[config.mk]
export PLATFORM = sky130hd
export DESIGN_NAME = fcc_check_top
export DESIGN_NICKNAME = d
export VERILOG_FILES = /design/src/fcc_pkg.sv /design/src/fcc_crc_if.sv /design/src/fcc_crc_engine.sv /design/src/fcc_check_top.sv
export SDC_FILE = /design/constraint.sdc
export NUM_CORES = 1
export LEC_CHECK = 0
export BUFFER_PORTS_ARGS = -buffer_cell sky130_fd_sc_hd__buf_2
export CORE_UTILIZATION = 48
export CTS_BUF_LIST = sky130_fd_sc_hd__clkbuf_8
export CTS_CLUSTER_SIZE = 25
export DETAILED_ROUTE_END_ITERATION = 8
export GPL_TIMING_DRIVEN = 0
export PLACE_DENSITY_LB_ADDON = 0.08
export SYNTH_ARGS = -nofsm -noshare
export SYNTH_HDL_FRONTEND = slang
export SYNTH_SLANG_ARGS = --single-unit
[constraint.sdc]
create_clock -name mclk_i -period 5 [get_ports mclk_i]
set_input_delay 1 -clock mclk_i [delete_from_list [all_inputs] [get_ports mclk_i]]
set_output_delay 1 -clock mclk_i [all_outputs]
set_load 0.01 [all_outputs]
[src/fcc_pkg.sv]
// Constants and types for the flash CRC-64 check engine
package fcc_pkg;
  localparam logic [7:0]  OP_ACTIVATE  = 8'h9B;
  localparam logic [7:0]  SUB_CRC      = 8'h27;
  localparam logic [7:0]  SCOPE_FULL   = 8'hFF;
  localparam logic [7:0]  SCOPE_RANGE  = 8'hFE;
  localparam logic [7:0]  OP_RD_BUF    = 8'h96;
  localparam logic [63:0] CRC_POLY     = 64'h42F0_E1EB_A9EA_3693;
  localparam logic [63:0] CRC_INIT     = 64'h0000_0000_0000_0000;
  localparam logic [63:0] BUF_RST      = 64'h0000_0000_0000_0000;
  localparam int          FLAG_CRC_BIT = 4;
  localparam int          BUF_BYTES    = 8;
  localparam logic [6:0]  IDX_EXP0     = 7'h03;
  localparam logic [6:0]  IDX_START0   = 7'h0B;
  localparam logic [6:0]  IDX_STOP0    = 7'h0F;
  localparam logic [6:0]  LEN_FULL     = 7'h0B;
  localparam logic [6:0]  LEN_RANGE    = 7'h13;
  localparam logic [6:0]  IDX_MAX      = 7'h7F;
  localparam logic [2:0]  SYNC_RST     = 3'h2;
  localparam logic [31:0] ARRAY_LAST   = 32'h03FF_FFFF;

  typedef enum logic [1:0] {
    FCC_IDLE  = 2'b00,
    FCC_FETCH = 2'b01,
    FCC_CHECK = 2'b10
  } fcc_state_t;
endpackage : fcc_pkg

[src/fcc_crc_if.sv]
// Link between the check sequencer and the CRC-64 engine
`timescale 1ns/100ps
`default_nettype none
interface fcc_crc_if;
  logic        clr;
  logic        byte_vld;
  logic [7:0]  data;
  logic [63:0] crc;

  modport ctl (output clr, output byte_vld, output data, input crc);
  modport eng (input clr, input byte_vld, input data, output crc);
endinterface : fcc_crc_if
`default_nettype wire

[src/fcc_crc_engine.sv]
// Byte-wide CRC-64 engine, one byte per clock
`timescale 1ns/100ps
`default_nettype none
module fcc_crc_engine
  import fcc_pkg::*;
(
  input  wire logic mclk_i,
  input  wire logic nrst_i,
  fcc_crc_if.eng    crc_if
);
  logic [63:0] crc_ff;
  logic [63:0] nxt_crc;

  function automatic logic [63:0] crc_step(input logic [63:0] c,
                                           input logic [7:0]  d);
    logic [63:0] r;
    logic        fb;
    r  = c;
    fb = 1'b0;
    for (int b = 0; b < 8; b++) begin
      fb = r[63] ^ d[b];
      r  = {r[62:0], 1'b0} ^ (fb ? CRC_POLY : 64'h0);
    end
    return r;
  endfunction : crc_step

  always_comb begin
    nxt_crc = crc_ff;
    if (crc_if.clr) begin
      nxt_crc = CRC_INIT;
    end else if (crc_if.byte_vld) begin
      nxt_crc = crc_step(crc_ff, crc_if.data);
    end
  end

  always_ff @(posedge mclk_i or negedge nrst_i) begin
    if (!nrst_i) begin
      crc_ff <= CRC_INIT;
    end else begin
      crc_ff <= nxt_crc;
    end
  end

  assign crc_if.crc = crc_ff;
endmodule : fcc_crc_engine
`default_nettype wire

[src/fcc_check_top.sv]
// Serial-link CRC-64 integrity check with readback buffer
//
// Behaviour
// - CRC-64 with the ECMA degree-64 polynomial over selected bytes.
// - Each memory byte enters the CRC least significant bit first.
// - Every computation starts from an all-zero CRC value.
// - Result is compared with the host's expected 64-bit value.
// - Pass or fail shows in flag status bit 4.
// - Buffer captures computed CRC only on failure; zero after a pass.
// - Opcode 96h returns the buffer, least significant byte first.
// - Buffer cleared to zero at the start of every check.
// - Buffer cleared at power-up, hardware reset and software reset.
// - Buffer read begins at first byte; beyond the end returns 00h.
// - Second byte 27h selects the checksum function.
// - Scope byte FFh checks the whole array.
// - Check starts only at chip select rise after a complete sequence.
// - Scope FEh adds four-byte start and stop addresses, lowest first.
// - Range check covers start through stop inclusive.
`timescale 1ns/100ps
`default_nettype none
module fcc_check_top
  import fcc_pkg::*;
#(
  parameter logic [31:0] LAST_ADDR = ARRAY_LAST
) (
  input  wire logic        mclk_i,
  input  wire logic        nrst_i,
  input  wire logic        sw_rst_i,
  input  wire logic        spi_sck_i,
  input  wire logic        spi_csn_i,
  input  wire logic        spi_si_i,
  output logic             spi_so_o,
  output logic             spi_so_oe_o,
  output logic             mem_req_o,
  output logic [31:0]      mem_addr_o,
  input  wire logic [7:0]  mem_data_i,
  input  wire logic        mem_valid_i,
  output logic             busy_o,
  output logic [7:0]       flag_status_o
);
  // Refused at elaboration: a last address of zero, which would leave a one-byte array
  if (LAST_ADDR == 32'h0) begin : g_last_chk
    $error("LAST_ADDR must be above zero");
  end

  fcc_crc_if crc_if ();

  fcc_crc_engine u_engine (
    .mclk_i (mclk_i),
    .nrst_i (nrst_i),
    .crc_if (crc_if)
  );

  // Link pins come from the host's clock domain
  logic [2:0] sync1_ff;
  logic [2:0] sync2_ff;
  logic [1:0] prev_ff;

  always_ff @(posedge mclk_i or negedge nrst_i) begin
    if (!nrst_i) begin
      sync1_ff <= SYNC_RST;
      sync2_ff <= SYNC_RST;
      prev_ff  <= SYNC_RST[2:1];
    end else begin
      sync1_ff <= {spi_sck_i, spi_csn_i, spi_si_i};
      sync2_ff <= sync1_ff;
      prev_ff  <= sync2_ff[2:1];
    end
  end

  logic sck_s;
  logic csn_s;
  logic si_s;
  logic sck_rise;
  logic sck_fall;
  logic cs_rise;
  assign sck_s    = sync2_ff[2];
  assign csn_s    = sync2_ff[1];
  assign si_s     = sync2_ff[0];
  assign sck_rise = sck_s & ~prev_ff[1] & ~csn_s;
  assign sck_fall = ~sck_s & prev_ff[1] & ~csn_s;
  assign cs_rise  = csn_s & ~prev_ff[0];

  function automatic logic [7:0] rd_byte(input logic [63:0] b,
                                         input logic [6:0]  i);
    logic [7:0] r;
    r = 8'h00;
    if (i >= 7'h01 && i <= 7'(BUF_BYTES)) begin
      r = b[8*(32'(i) - 1) +: 8];
    end
    return r;
  endfunction : rd_byte

  // Command shifter and decoder
  logic [2:0]  bit_ff,   nxt_bit;
  logic [6:0]  idx_ff,   nxt_idx;
  logic [6:0]  rx_ff,    nxt_rx;
  logic        crc_cmd_ff, nxt_crc_cmd;
  logic        rng_ff,   nxt_rng;
  logic        rd_ff,    nxt_rd;
  logic [63:0] exp_ff,   nxt_exp;
  logic [31:0] first_ff, nxt_first;
  logic [31:0] last_ff,  nxt_last;
  logic        so_ff,    nxt_so;
  logic        oe_ff,    nxt_oe;
  logic        start;
  logic [7:0]  rxb;
  logic [7:0]  txb;
  logic [63:0] buf_ff;

  assign rxb = {rx_ff, si_s};
  assign txb = rd_byte(buf_ff, idx_ff);

  fcc_state_t  state_ff, nxt_state;

  always_comb begin
    nxt_bit     = bit_ff;
    nxt_idx     = idx_ff;
    nxt_rx      = rx_ff;
    nxt_crc_cmd = crc_cmd_ff;
    nxt_rng     = rng_ff;
    nxt_rd      = rd_ff;
    nxt_exp     = exp_ff;
    nxt_first   = first_ff;
    nxt_last    = last_ff;
    nxt_so      = so_ff;
    nxt_oe      = oe_ff;
    start       = 1'b0;
    if (csn_s) begin
      // Sequence length is judged at the deselect edge
      start = cs_rise && crc_cmd_ff && bit_ff == 3'h0 && state_ff == FCC_IDLE
              && idx_ff == (rng_ff ? LEN_RANGE : LEN_FULL);
      nxt_bit     = 3'h0;
      nxt_idx     = 7'h00;
      nxt_crc_cmd = 1'b0;
      nxt_rd      = 1'b0;
      nxt_oe      = 1'b0;
      nxt_so      = 1'b0;
    end else if (sck_rise) begin
      nxt_bit = bit_ff + 3'h1;
      nxt_rx  = rxb[6:0];
      if (bit_ff == 3'h7) begin
        if (idx_ff != IDX_MAX) begin
          nxt_idx = idx_ff + 7'h01;
        end
        if (idx_ff == 7'h00) begin
          nxt_crc_cmd = (rxb == OP_ACTIVATE);
          nxt_rd      = (rxb == OP_RD_BUF);
        end else if (idx_ff == 7'h01) begin
          if (rxb != SUB_CRC) nxt_crc_cmd = 1'b0;
        end else if (idx_ff == 7'h02) begin
          if (rxb == SCOPE_FULL) begin
            nxt_rng = 1'b0;
          end else if (rxb == SCOPE_RANGE) begin
            nxt_rng = 1'b1;
          end else begin
            nxt_crc_cmd = 1'b0;
          end
        end else if (!crc_cmd_ff || state_ff != FCC_IDLE) begin
          // Running check keeps its operands; stray frames change nothing
        end else if (idx_ff < IDX_START0) begin
          nxt_exp[8*(32'(idx_ff) - 3) +: 8] = rxb;
        end else if (idx_ff < IDX_STOP0) begin
          nxt_first[8*(32'(idx_ff) - 11) +: 8] = rxb;
        end else if (idx_ff < LEN_RANGE) begin
          nxt_last[8*(32'(idx_ff) - 15) +: 8] = rxb;
        end
      end
    end else if (sck_fall && rd_ff && idx_ff != 7'h00) begin
      nxt_so = txb[~bit_ff];
      nxt_oe = 1'b1;
    end
  end

  always_ff @(posedge mclk_i or negedge nrst_i) begin
    if (!nrst_i) begin
      bit_ff     <= 3'h0;
      idx_ff     <= 7'h00;
      rx_ff      <= 7'h00;
      crc_cmd_ff <= 1'b0;
      rng_ff     <= 1'b0;
      rd_ff      <= 1'b0;
      exp_ff     <= 64'h0;
      first_ff   <= 32'h0;
      last_ff    <= 32'h0;
      so_ff      <= 1'b0;
      oe_ff      <= 1'b0;
    end else begin
      bit_ff     <= nxt_bit;
      idx_ff     <= nxt_idx;
      rx_ff      <= nxt_rx;
      crc_cmd_ff <= nxt_crc_cmd;
      rng_ff     <= nxt_rng;
      rd_ff      <= nxt_rd;
      exp_ff     <= nxt_exp;
      first_ff   <= nxt_first;
      last_ff    <= nxt_last;
      so_ff      <= nxt_so;
      oe_ff      <= nxt_oe;
    end
  end

  // Array walk, compare and result
  logic [31:0] addr_ff,  nxt_addr;
  logic [31:0] end_ff,   nxt_end;
  logic        req_ff,   nxt_req;
  logic        busy_ff,  nxt_busy;
  logic        fail_ff,  nxt_fail;
  logic [63:0] nxt_buf;
  logic        done_pass;
  logic        done_fail;

  always_comb begin
    nxt_state       = state_ff;
    nxt_addr        = addr_ff;
    nxt_end         = end_ff;
    nxt_req         = 1'b0;
    nxt_fail        = fail_ff;
    nxt_buf         = buf_ff;
    crc_if.clr      = 1'b0;
    crc_if.byte_vld = 1'b0;
    crc_if.data     = mem_data_i;
    done_pass       = 1'b0;
    done_fail       = 1'b0;
    if (sw_rst_i) begin
      nxt_state = FCC_IDLE;
      nxt_fail  = 1'b0;
      nxt_buf   = BUF_RST;
    end else begin
      case (state_ff)
        FCC_IDLE: begin
          if (start) begin
            crc_if.clr = 1'b1;
            nxt_buf    = BUF_RST;
            nxt_fail   = 1'b0;
            nxt_addr   = rng_ff ? first_ff : 32'h0;
            nxt_end    = rng_ff ? last_ff : LAST_ADDR;
            // Reversed range yields an empty check, not a wrap
            if (rng_ff && last_ff < first_ff) begin
              nxt_state = FCC_CHECK;
            end else begin
              nxt_state = FCC_FETCH;
              nxt_req   = 1'b1;
            end
          end
        end
        FCC_FETCH: begin
          nxt_req = 1'b1;
          if (mem_valid_i) begin
            crc_if.byte_vld = 1'b1;
            if (addr_ff == end_ff) begin
              nxt_req   = 1'b0;
              nxt_state = FCC_CHECK;
            end else begin
              nxt_addr = addr_ff + 32'h1;
            end
          end
        end
        FCC_CHECK: begin
          nxt_state = FCC_IDLE;
          if (crc_if.crc == exp_ff) begin
            done_pass = 1'b1;
            nxt_fail  = 1'b0;
          end else begin
            done_fail = 1'b1;
            nxt_fail  = 1'b1;
            nxt_buf   = crc_if.crc;
          end
        end
        default: begin
          nxt_state = FCC_IDLE;
        end
      endcase
    end
    nxt_busy = (nxt_state != FCC_IDLE);
  end

  always_ff @(posedge mclk_i or negedge nrst_i) begin
    if (!nrst_i) begin
      state_ff <= FCC_IDLE;
      addr_ff  <= 32'h0;
      end_ff   <= 32'h0;
      req_ff   <= 1'b0;
      busy_ff  <= 1'b0;
      fail_ff  <= 1'b0;
      buf_ff   <= BUF_RST;
    end else begin
      state_ff <= nxt_state;
      addr_ff  <= nxt_addr;
      end_ff   <= nxt_end;
      req_ff   <= nxt_req;
      busy_ff  <= nxt_busy;
      fail_ff  <= nxt_fail;
      buf_ff   <= nxt_buf;
    end
  end

  assign spi_so_o      = so_ff;
  assign spi_so_oe_o   = oe_ff;
  assign mem_req_o     = req_ff;
  assign mem_addr_o    = addr_ff;
  assign busy_o        = busy_ff;
  assign flag_status_o = {3'h0, fail_ff, 4'h0};

  property p_start_busy;
    @(posedge mclk_i) disable iff (!nrst_i)
    start && !sw_rst_i |=> busy_o && state_ff != FCC_IDLE;
  endproperty
  a_start_busy: assert property (p_start_busy)
    else $error("check did not start on deselect");

  property p_start_clear;
    @(posedge mclk_i) disable iff (!nrst_i)
    start && !sw_rst_i |=> buf_ff == 64'h0 && !flag_status_o[FLAG_CRC_BIT];
  endproperty
  a_start_clear: assert property (p_start_clear)
    else $error("buffer not cleared at check start");

  property p_init_zero;
    @(posedge mclk_i) disable iff (!nrst_i)
    start && !sw_rst_i |=> crc_if.crc == 64'h0;
  endproperty
  a_init_zero: assert property (p_init_zero)
    else $error("crc not zero at start");

  property p_pass;
    @(posedge mclk_i) disable iff (!nrst_i)
    done_pass |=> buf_ff == 64'h0 && !flag_status_o[FLAG_CRC_BIT] && !busy_o;
  endproperty
  a_pass: assert property (p_pass)
    else $error("pass left data in buffer or flag set");

  property p_fail;
    @(posedge mclk_i) disable iff (!nrst_i)
    done_fail |=> buf_ff == $past(crc_if.crc) && flag_status_o[FLAG_CRC_BIT]
                  && buf_ff != exp_ff;
  endproperty
  a_fail: assert property (p_fail)
    else $error("fail not flagged or crc not captured");

  property p_busy_state;
    @(posedge mclk_i) disable iff (!nrst_i)
    busy_o == (state_ff != FCC_IDLE);
  endproperty
  a_busy_state: assert property (p_busy_state)
    else $error("busy does not match activity");

  property p_range_addr;
    @(posedge mclk_i) disable iff (!nrst_i)
    state_ff == FCC_FETCH && mem_valid_i
      |-> mem_addr_o <= end_ff ##1 mem_addr_o <= end_ff;
  endproperty
  a_range_addr: assert property (p_range_addr)
    else $error("fetch outside requested range");

  property p_tail_zero;
    @(posedge mclk_i) disable iff (!nrst_i)
    sck_fall && rd_ff && idx_ff > 7'h08 |=> spi_so_o == 1'b0 && spi_so_oe_o;
  endproperty
  a_tail_zero: assert property (p_tail_zero)
    else $error("data after buffer end not zero");

  property p_sw_reset;
    @(posedge mclk_i) disable iff (!nrst_i)
    sw_rst_i |=> buf_ff == 64'h0 && !busy_o;
  endproperty
  a_sw_reset: assert property (p_sw_reset)
    else $error("software reset did not clear buffer");
endmodule : fcc_check_top
`default_nettype wire

Word level (Yosys, flattened, before mapping) --
Index checks and enable logic that the tools add are counted.
Cells by class: add/sub/neg operators 10, multiply operators 0, div/mod/pow operators 0, magnitude comparators 7, equal/unequal tests 23, shift-type cells 7, muxes and demuxes 77, bitwise gates (word level) 33, reduce and logical (&&, ||, !) cells 39
Operators with widths (number):
- bitwise XOR 64 bit | 8
- 2-to-1 mux 63 bit | 8
- 2-to-1 mux 64 bit | 5
- 2-to-1 mux 32 bit | 5
- case mux 64 bit (2 select lines) | 1
- negator 32 -> 34 bit | 3
- variable shift 8 x 34 -> 32 bit (first input constant) | 2
- variable part select 8 x 34 -> 32 bit | 2
- bitwise mux 32 bit | 2
- bitwise mux 64 bit | 1
- equality test 64 bit | 1
- case mux 32 bit (2 select lines) | 1
- variable shift 8 x 34 -> 64 bit (first input constant) | 1
- variable part select 64 x 33 -> 8 bit | 1
- variable part select 8 x 34 -> 64 bit | 1
- 2-to-1 mux 1 bit | 37
- adder 32 x 1 -> 32 bit (second input constant) | 1
- equality test 32 bit | 1
- equality test 8 bit (second input constant) | 4
- < comparator 32 bit | 1
- 2-to-1 mux 7 bit | 4
- nonzero test 2 bit | 10
- subtractor 7 x 4 -> 8 bit (second input constant) | 2
- < comparator 7 x 4 -> 1 bit (second input constant) | 2
- 48 further kinds | 92
Word-level totals: flip-flop bits (word level) 355, latch bits 0, bits in writable memories 0, ROM bits 0, input bits 15, output and inout bits 44, word-level logic and storage cells 218, memories kept 0

Depth between registers and ports, before layout --
word-level depth 26, mapped depth 18, mapped depth without buffers 15

Hierarchy --
Synthesis repeated with hierarchy kept, for this count alone.
Unflattened totals: cells, all modules 1963, area, all modules 20664.8 µm²
By module, submodules not included:
- fcc_check_top | times used 1, cells an instance 1597, area each 16443.3 µm², seq. area each 7285.7 µm²
- fcc_crc_engine | times used 1, cells an instance 366, area each 4221.5 µm², seq. area each 1601.5 µm²

Least setup slack after synthesis --
No wires, ideal clock.
path kind flip-flop to flip-flop, start point register idx_ff[0], end point register exp_ff[10], setup time 0.125 ns, arrival 4.527 ns, data required time 4.875 ns, path slack 0.349 ns, cell stages (with the launch flop) 15, cells stage by stage dfrtp_1 -> buf_2 -> buf_1 -> inv_1 -> ha_1 -> clkbuf_1 -> nand2b_1 -> nor2_1 -> nand2_1 -> ha_1 -> or4_1 -> nor3_1 -> a41oi_1 -> a2111oi_4 -> mux2_2
On the way: longest elaborated chain between the ends 4, elaborated cells between the ends (all ways) 13, classes of those cells 2 x add/sub; 1 x order compare; 2 x eq/ne; 2 x shift; 1 x mux; 3 x bitwise; 2 x reduce/logical
Ends and longest elaborated chain:
- start: declaration | RTL line fcc_check_top.sv:96 | logic [6:0] idx_ff, nxt_idx;
- start signal: assignment | RTL line fcc_check_top.sv:190 | idx_ff <= nxt_idx;
- subtractor 7 x 2 -> 8 bit | RTL line fcc_check_top.sv:162 | nxt_exp[8*(32'(idx_ff) - 3) +: 8] = rxb;
- negator 32 -> 34 bit | RTL line fcc_check_top.sv:162
- variable part select 8 x 34 -> 64 bit or variable shift 8 x 34 -> 64 bit (tied branches) | RTL line fcc_check_top.sv:162
- bitwise mux 64 bit | RTL line fcc_check_top.sv:162
- end signal: assignment | RTL line fcc_check_top.sv:195 | exp_ff <= nxt_exp;
- end: declaration | RTL line fcc_check_top.sv:101 | logic [63:0] exp_ff, nxt_exp;
Several ways; a longest one is shown, not always the timed one. A chain may end at the register's enable or synchronous reset.

Worst setup path in the final report --
start point register idx_ff[1], end point register first_ff[14]
On the way: longest elaborated chain between the ends 4, elaborated cells between the ends (all ways) 15, classes of those cells 2 x add/sub; 2 x order compare; 2 x eq/ne; 2 x shift; 1 x mux; 4 x bitwise; 2 x reduce/logical
Ends and longest elaborated chain:
- subtractor 7 x 4 -> 8 bit | RTL line fcc_check_top.sv:164 | nxt_first[8*(32'(idx_ff) - 11) +: 8] = rxb;
- negator 32 -> 34 bit | RTL line fcc_check_top.sv:164
- variable part select 8 x 34 -> 32 bit or variable shift 8 x 34 -> 32 bit (tied branches) | RTL line fcc_check_top.sv:164
- bitwise mux 32 bit | RTL line fcc_check_top.sv:164
- end signal: assignment | RTL line fcc_check_top.sv:196 | first_ff <= nxt_first;
- end: declaration | RTL line fcc_check_top.sv:102 | logic [31:0] first_ff, nxt_first;
Several ways; a longest one is shown, not always the timed one.

==> run metrics <==
Top FF cell, synth dfrtp_1; CP Capture Type flop; power share of the sequential group 35.5%; final setup vio count 0; post-synth top area share 44.02%; clock group share of total power 24.8%; CP startpoint kind flop; placed instance count between 2000 and 3000; DRT iter0 DRCs around 1500; Least-Margin Pin Slew 1357 ps; critical path peak fanout 10; number of global-route vias before repair 15830; DIE AREA between 0.04 and 0.05 mm^2; Post-synth EDFFs 0; synthesized area per cell just over 10 um^2; area grow syn2layout 12.39%; Comb power frac between 30% and 40%; Pleak between 10 and 15 nW; Yosys Warn Count 0; Sw Share around 40%; HPWL Detailed approximately 50 mm; synthesis-stage register bit count 355; critical path required time around 5600 ps; root buffer cell clkbuf_8; Synth Cell Area between 0.02 and 0.025 mm^2; pwr/cell area ~470 mW/mm^2; CP Buf/Inv Count 2; max-slew violation count 0; Detailed Routing Iterations Pass 1 6; CTS Sinks approximately 360; Die X approximately 210 um; top-count cell post-synth dfrtp_1; commonest cells in the synthesized netlist 352 x dfrtp_1, 201 x nand2_1, 150 x xor2_1, 105 x xnor2_1, 103 x inv_1; Worst-Skew Late Latency ~700 ps; setup_tns 0 ps; core area just over 0.04 mm^2; outcome finished, final reports clean; CP Cell Sequence ha_1 > buf_2 > o21ai_1 > nand2_1 > xnor2_1 > nor3b_2 > nand2_1 > ha_1 > nor4b_1 > nand4_1 > nor4b_1 > nand4_1 > or3_1 > clkbuf_1 > nor2_4 > mux2_2; Ant. Diodes 0; number of port buffers 50; CTS max path bufs 3; Yosys cell types 71; Final Wtd Congestion 0.9562; WS Path Type flop to flop; total gr overflow 0; internal power between 6 and 7 mW; Layout Utilization between 50% and 60%; ranking of synthesized cells by area dfrtp_1 44%, xor2_1 6.6%, mux2_2 5.3%, xnor2_1 4.6%, ha_1 4.1%; DRC 0; pre-CTS setup slack -1264 ps; starting density of the core roughly half; routed vias 16400; maximum vdd drop about 500 uV; Worst path top cell family by delay simple AND/OR/NAND/NOR gates; Final Hold Vio Count 0; CTS tree yes; min Tclk post-route between 4000 and 5000 ps; Slowest Stage Delay on Critical Path ~500 ps; worst clock skew 55.89 ps; crit path DAT about 5200 ps; final total power around 11 mW; relative slew slack under 10%; fraction of registers with async set/reset 100.0%; share of cells above drive strength 1 between 10% and 20%; worst setup margin around 320 ps; Synth area leader dfrtp_1; Final Non-Filler Cells around 2700; initial antenna violation count 2; switching power roughly 4.3 mW; Tcrit/Tclk final a little over nine tenths; Routed Antenna Nets 0; Num CTS Buffers between 60 and 70; H-Tree Depth 2; largest net degree at the start of global routing 116; crit path max-delay cell type dfrtp_1; Cell Rows 74; Syn Inst Count 1990; clock transition at the registers of the reported paths 60 ps; drt total wl roughly 67 mm; Die Ht 206.2 um; maxcap violations 0; drt via density between 6 and 7; sequential-to-total area share from yosys stat 44.41%; first-pass GRT wire length about 100 mm; Ports 59; DR WL/cell 24.71 um; Min-Delay Path Class input port to asynchronous set/reset pin; Tot GR Track Use between 30% and 40%; f_max approximately 210 MHz; Final nets between 2000 and 2500; RSZ-0062 raised after global routing no
[worst reg2reg max path, cell delays in order, from the launching register on]
cell and delay (ps):
dfrtp_1 500, ha_1 300, buf_2 200, o21ai_1 290, nand2_1 120, xnor2_1 180
nor3b_2 350, nand2_1 140, ha_1 330, nor4b_1 300, nand4_1 140, nor4b_1 280
nand4_1 120, or3_1 390, clkbuf_1 250, nor2_4 330, mux2_2 380
[per-stage QoR]
stage	hold WS, ps	instance area (um^2)
6_report	288.1	22490
3_5_place_dp	337.8	21040
2_1_floorplan	331.2	20030
3_3_place_gp	345.3	20950
5_1_grt	310.5	22490
4_1_cts	255.8	22440
[power by group through the flow]
stage | Clock [mW] | Sequential (mW) | Combinational, mW
finish | 2.64 | 3.77 | 4.22
global route | 2.82 | 3.76 | 4.53
CTS | 2.70 | 3.75 | 4.13
detailed placement | 0 | 3.80 | 4.10
global placement | 0 | 3.80 | 4.08
floorplan | 0 | 3.45 | 3.21
[cells in the final DEF (no fill, tap or decap), types with 9 or more instances in the layout]
master	n
a21oi_1	70
a31oi_1	47
mux2i_1	32
xor2_1	150
nand2b_1	9
nor2_1	92
nor3_1	22
clkbuf_8	78
nand4_1	30
and2_1	17
mux4_2	9
o22ai_1	52
ha_1	64
nand3_1	48
buf_4	12
nor2b_1	14
clkbuf_1	91
inv_1	122
dfrtp_1	352
o21ai_0	93
buf_2	60
mux2_2	95
nor4_1	36
a22o_1	78
xnor2_1	105
a21o_1	11
nand2_1	201
[worst paths after layout]
path                       depth (start not counted)                       end             startpoint  slack, ps
setup / recovery                                  16  first_ff[14]$_DFFE_PN0P_  idx_ff[1]$_DFFE_PN0P_        320
hold / removal                                     1    buf_ff[43]$_DFFE_PN0P_                 nrst_i        290
setup reg to reg                                  16  first_ff[14]$_DFFE_PN0P_  idx_ff[1]$_DFFE_PN0P_        320
hold reg to reg                                    0     sync2_ff[0]$_DFF_PN0_  sync1_ff[0]$_DFF_PN0_        350
max in group asynchronous                          4    last_ff[9]$_DFFE_PN0P_                 nrst_i       2890
min in group mclk_i                                0     sync2_ff[0]$_DFF_PN0_  sync1_ff[0]$_DFF_PN0_        350
[kinds of logic (layout without fill, tap and decap cells)]
family	Yosys count	count (layout)	share of synthesized area (%)
XOR/XNOR	262	262	11.85
AND/OR/NAND/NOR	537	538	13.11
flip-flops	355	355	44.41
buffers and inverters	226	393	4.483
multiplexers	138	138	8.072
AO/OA/AOI/OAI	406	406	13.99
other	1	7	0.01874
adder cells (fa/ha/maj)	65	65	4.064
[metal layers]
metal | up-vias | GRT usage, % | wire (um)
met2 | 675 | 46.03 | 28460
met5 | - | 0 | 25
met4 | 4 | 11.55 | 2128
met3 | 132 | 6.985 | 5486
li1 | 7290 | - | -
met1 | 8299 | 47.64 | 30530
[layout make-up]
type | instances | area (um^2)
plain buffers | 122 | 518.0
well taps | 532 | 665.6
clock buffers | 78 | 1074
flip-flops and latches | 355 | 8887
fillers | 3756 | 18530
inverters | 103 | 386.6
multi-input cells | 1416 | 10320
clock inverters | 28 | 136.4
repair buffers | 62 | 498.0
[flip-flops by register name, indices dropped and copies added, names as in the netlist, 7 cells and up]
| register | count |
|---|---|
| first_ff | 32 |
| mem_addr_o | 32 |
| exp_ff | 64 |
| end_ff | 32 |
| buf_ff | 64 |
| u_engine.crc_if.crc | 64 |
| rx_ff | 7 |
| idx_ff | 7 |
| last_ff | 32 |
[timing repair]
item | in CTS | in global routing
setup endpoints to repair | 128 | 118
setup buffers | 8 | 1
cloned | 0 | 1
resized for setup | 14 | 8
hold buffers | 0 | 0
hold endpoints to repair | 0 | 0
pin swaps | 7 | 4
Power figures use the tool's default switching activity.
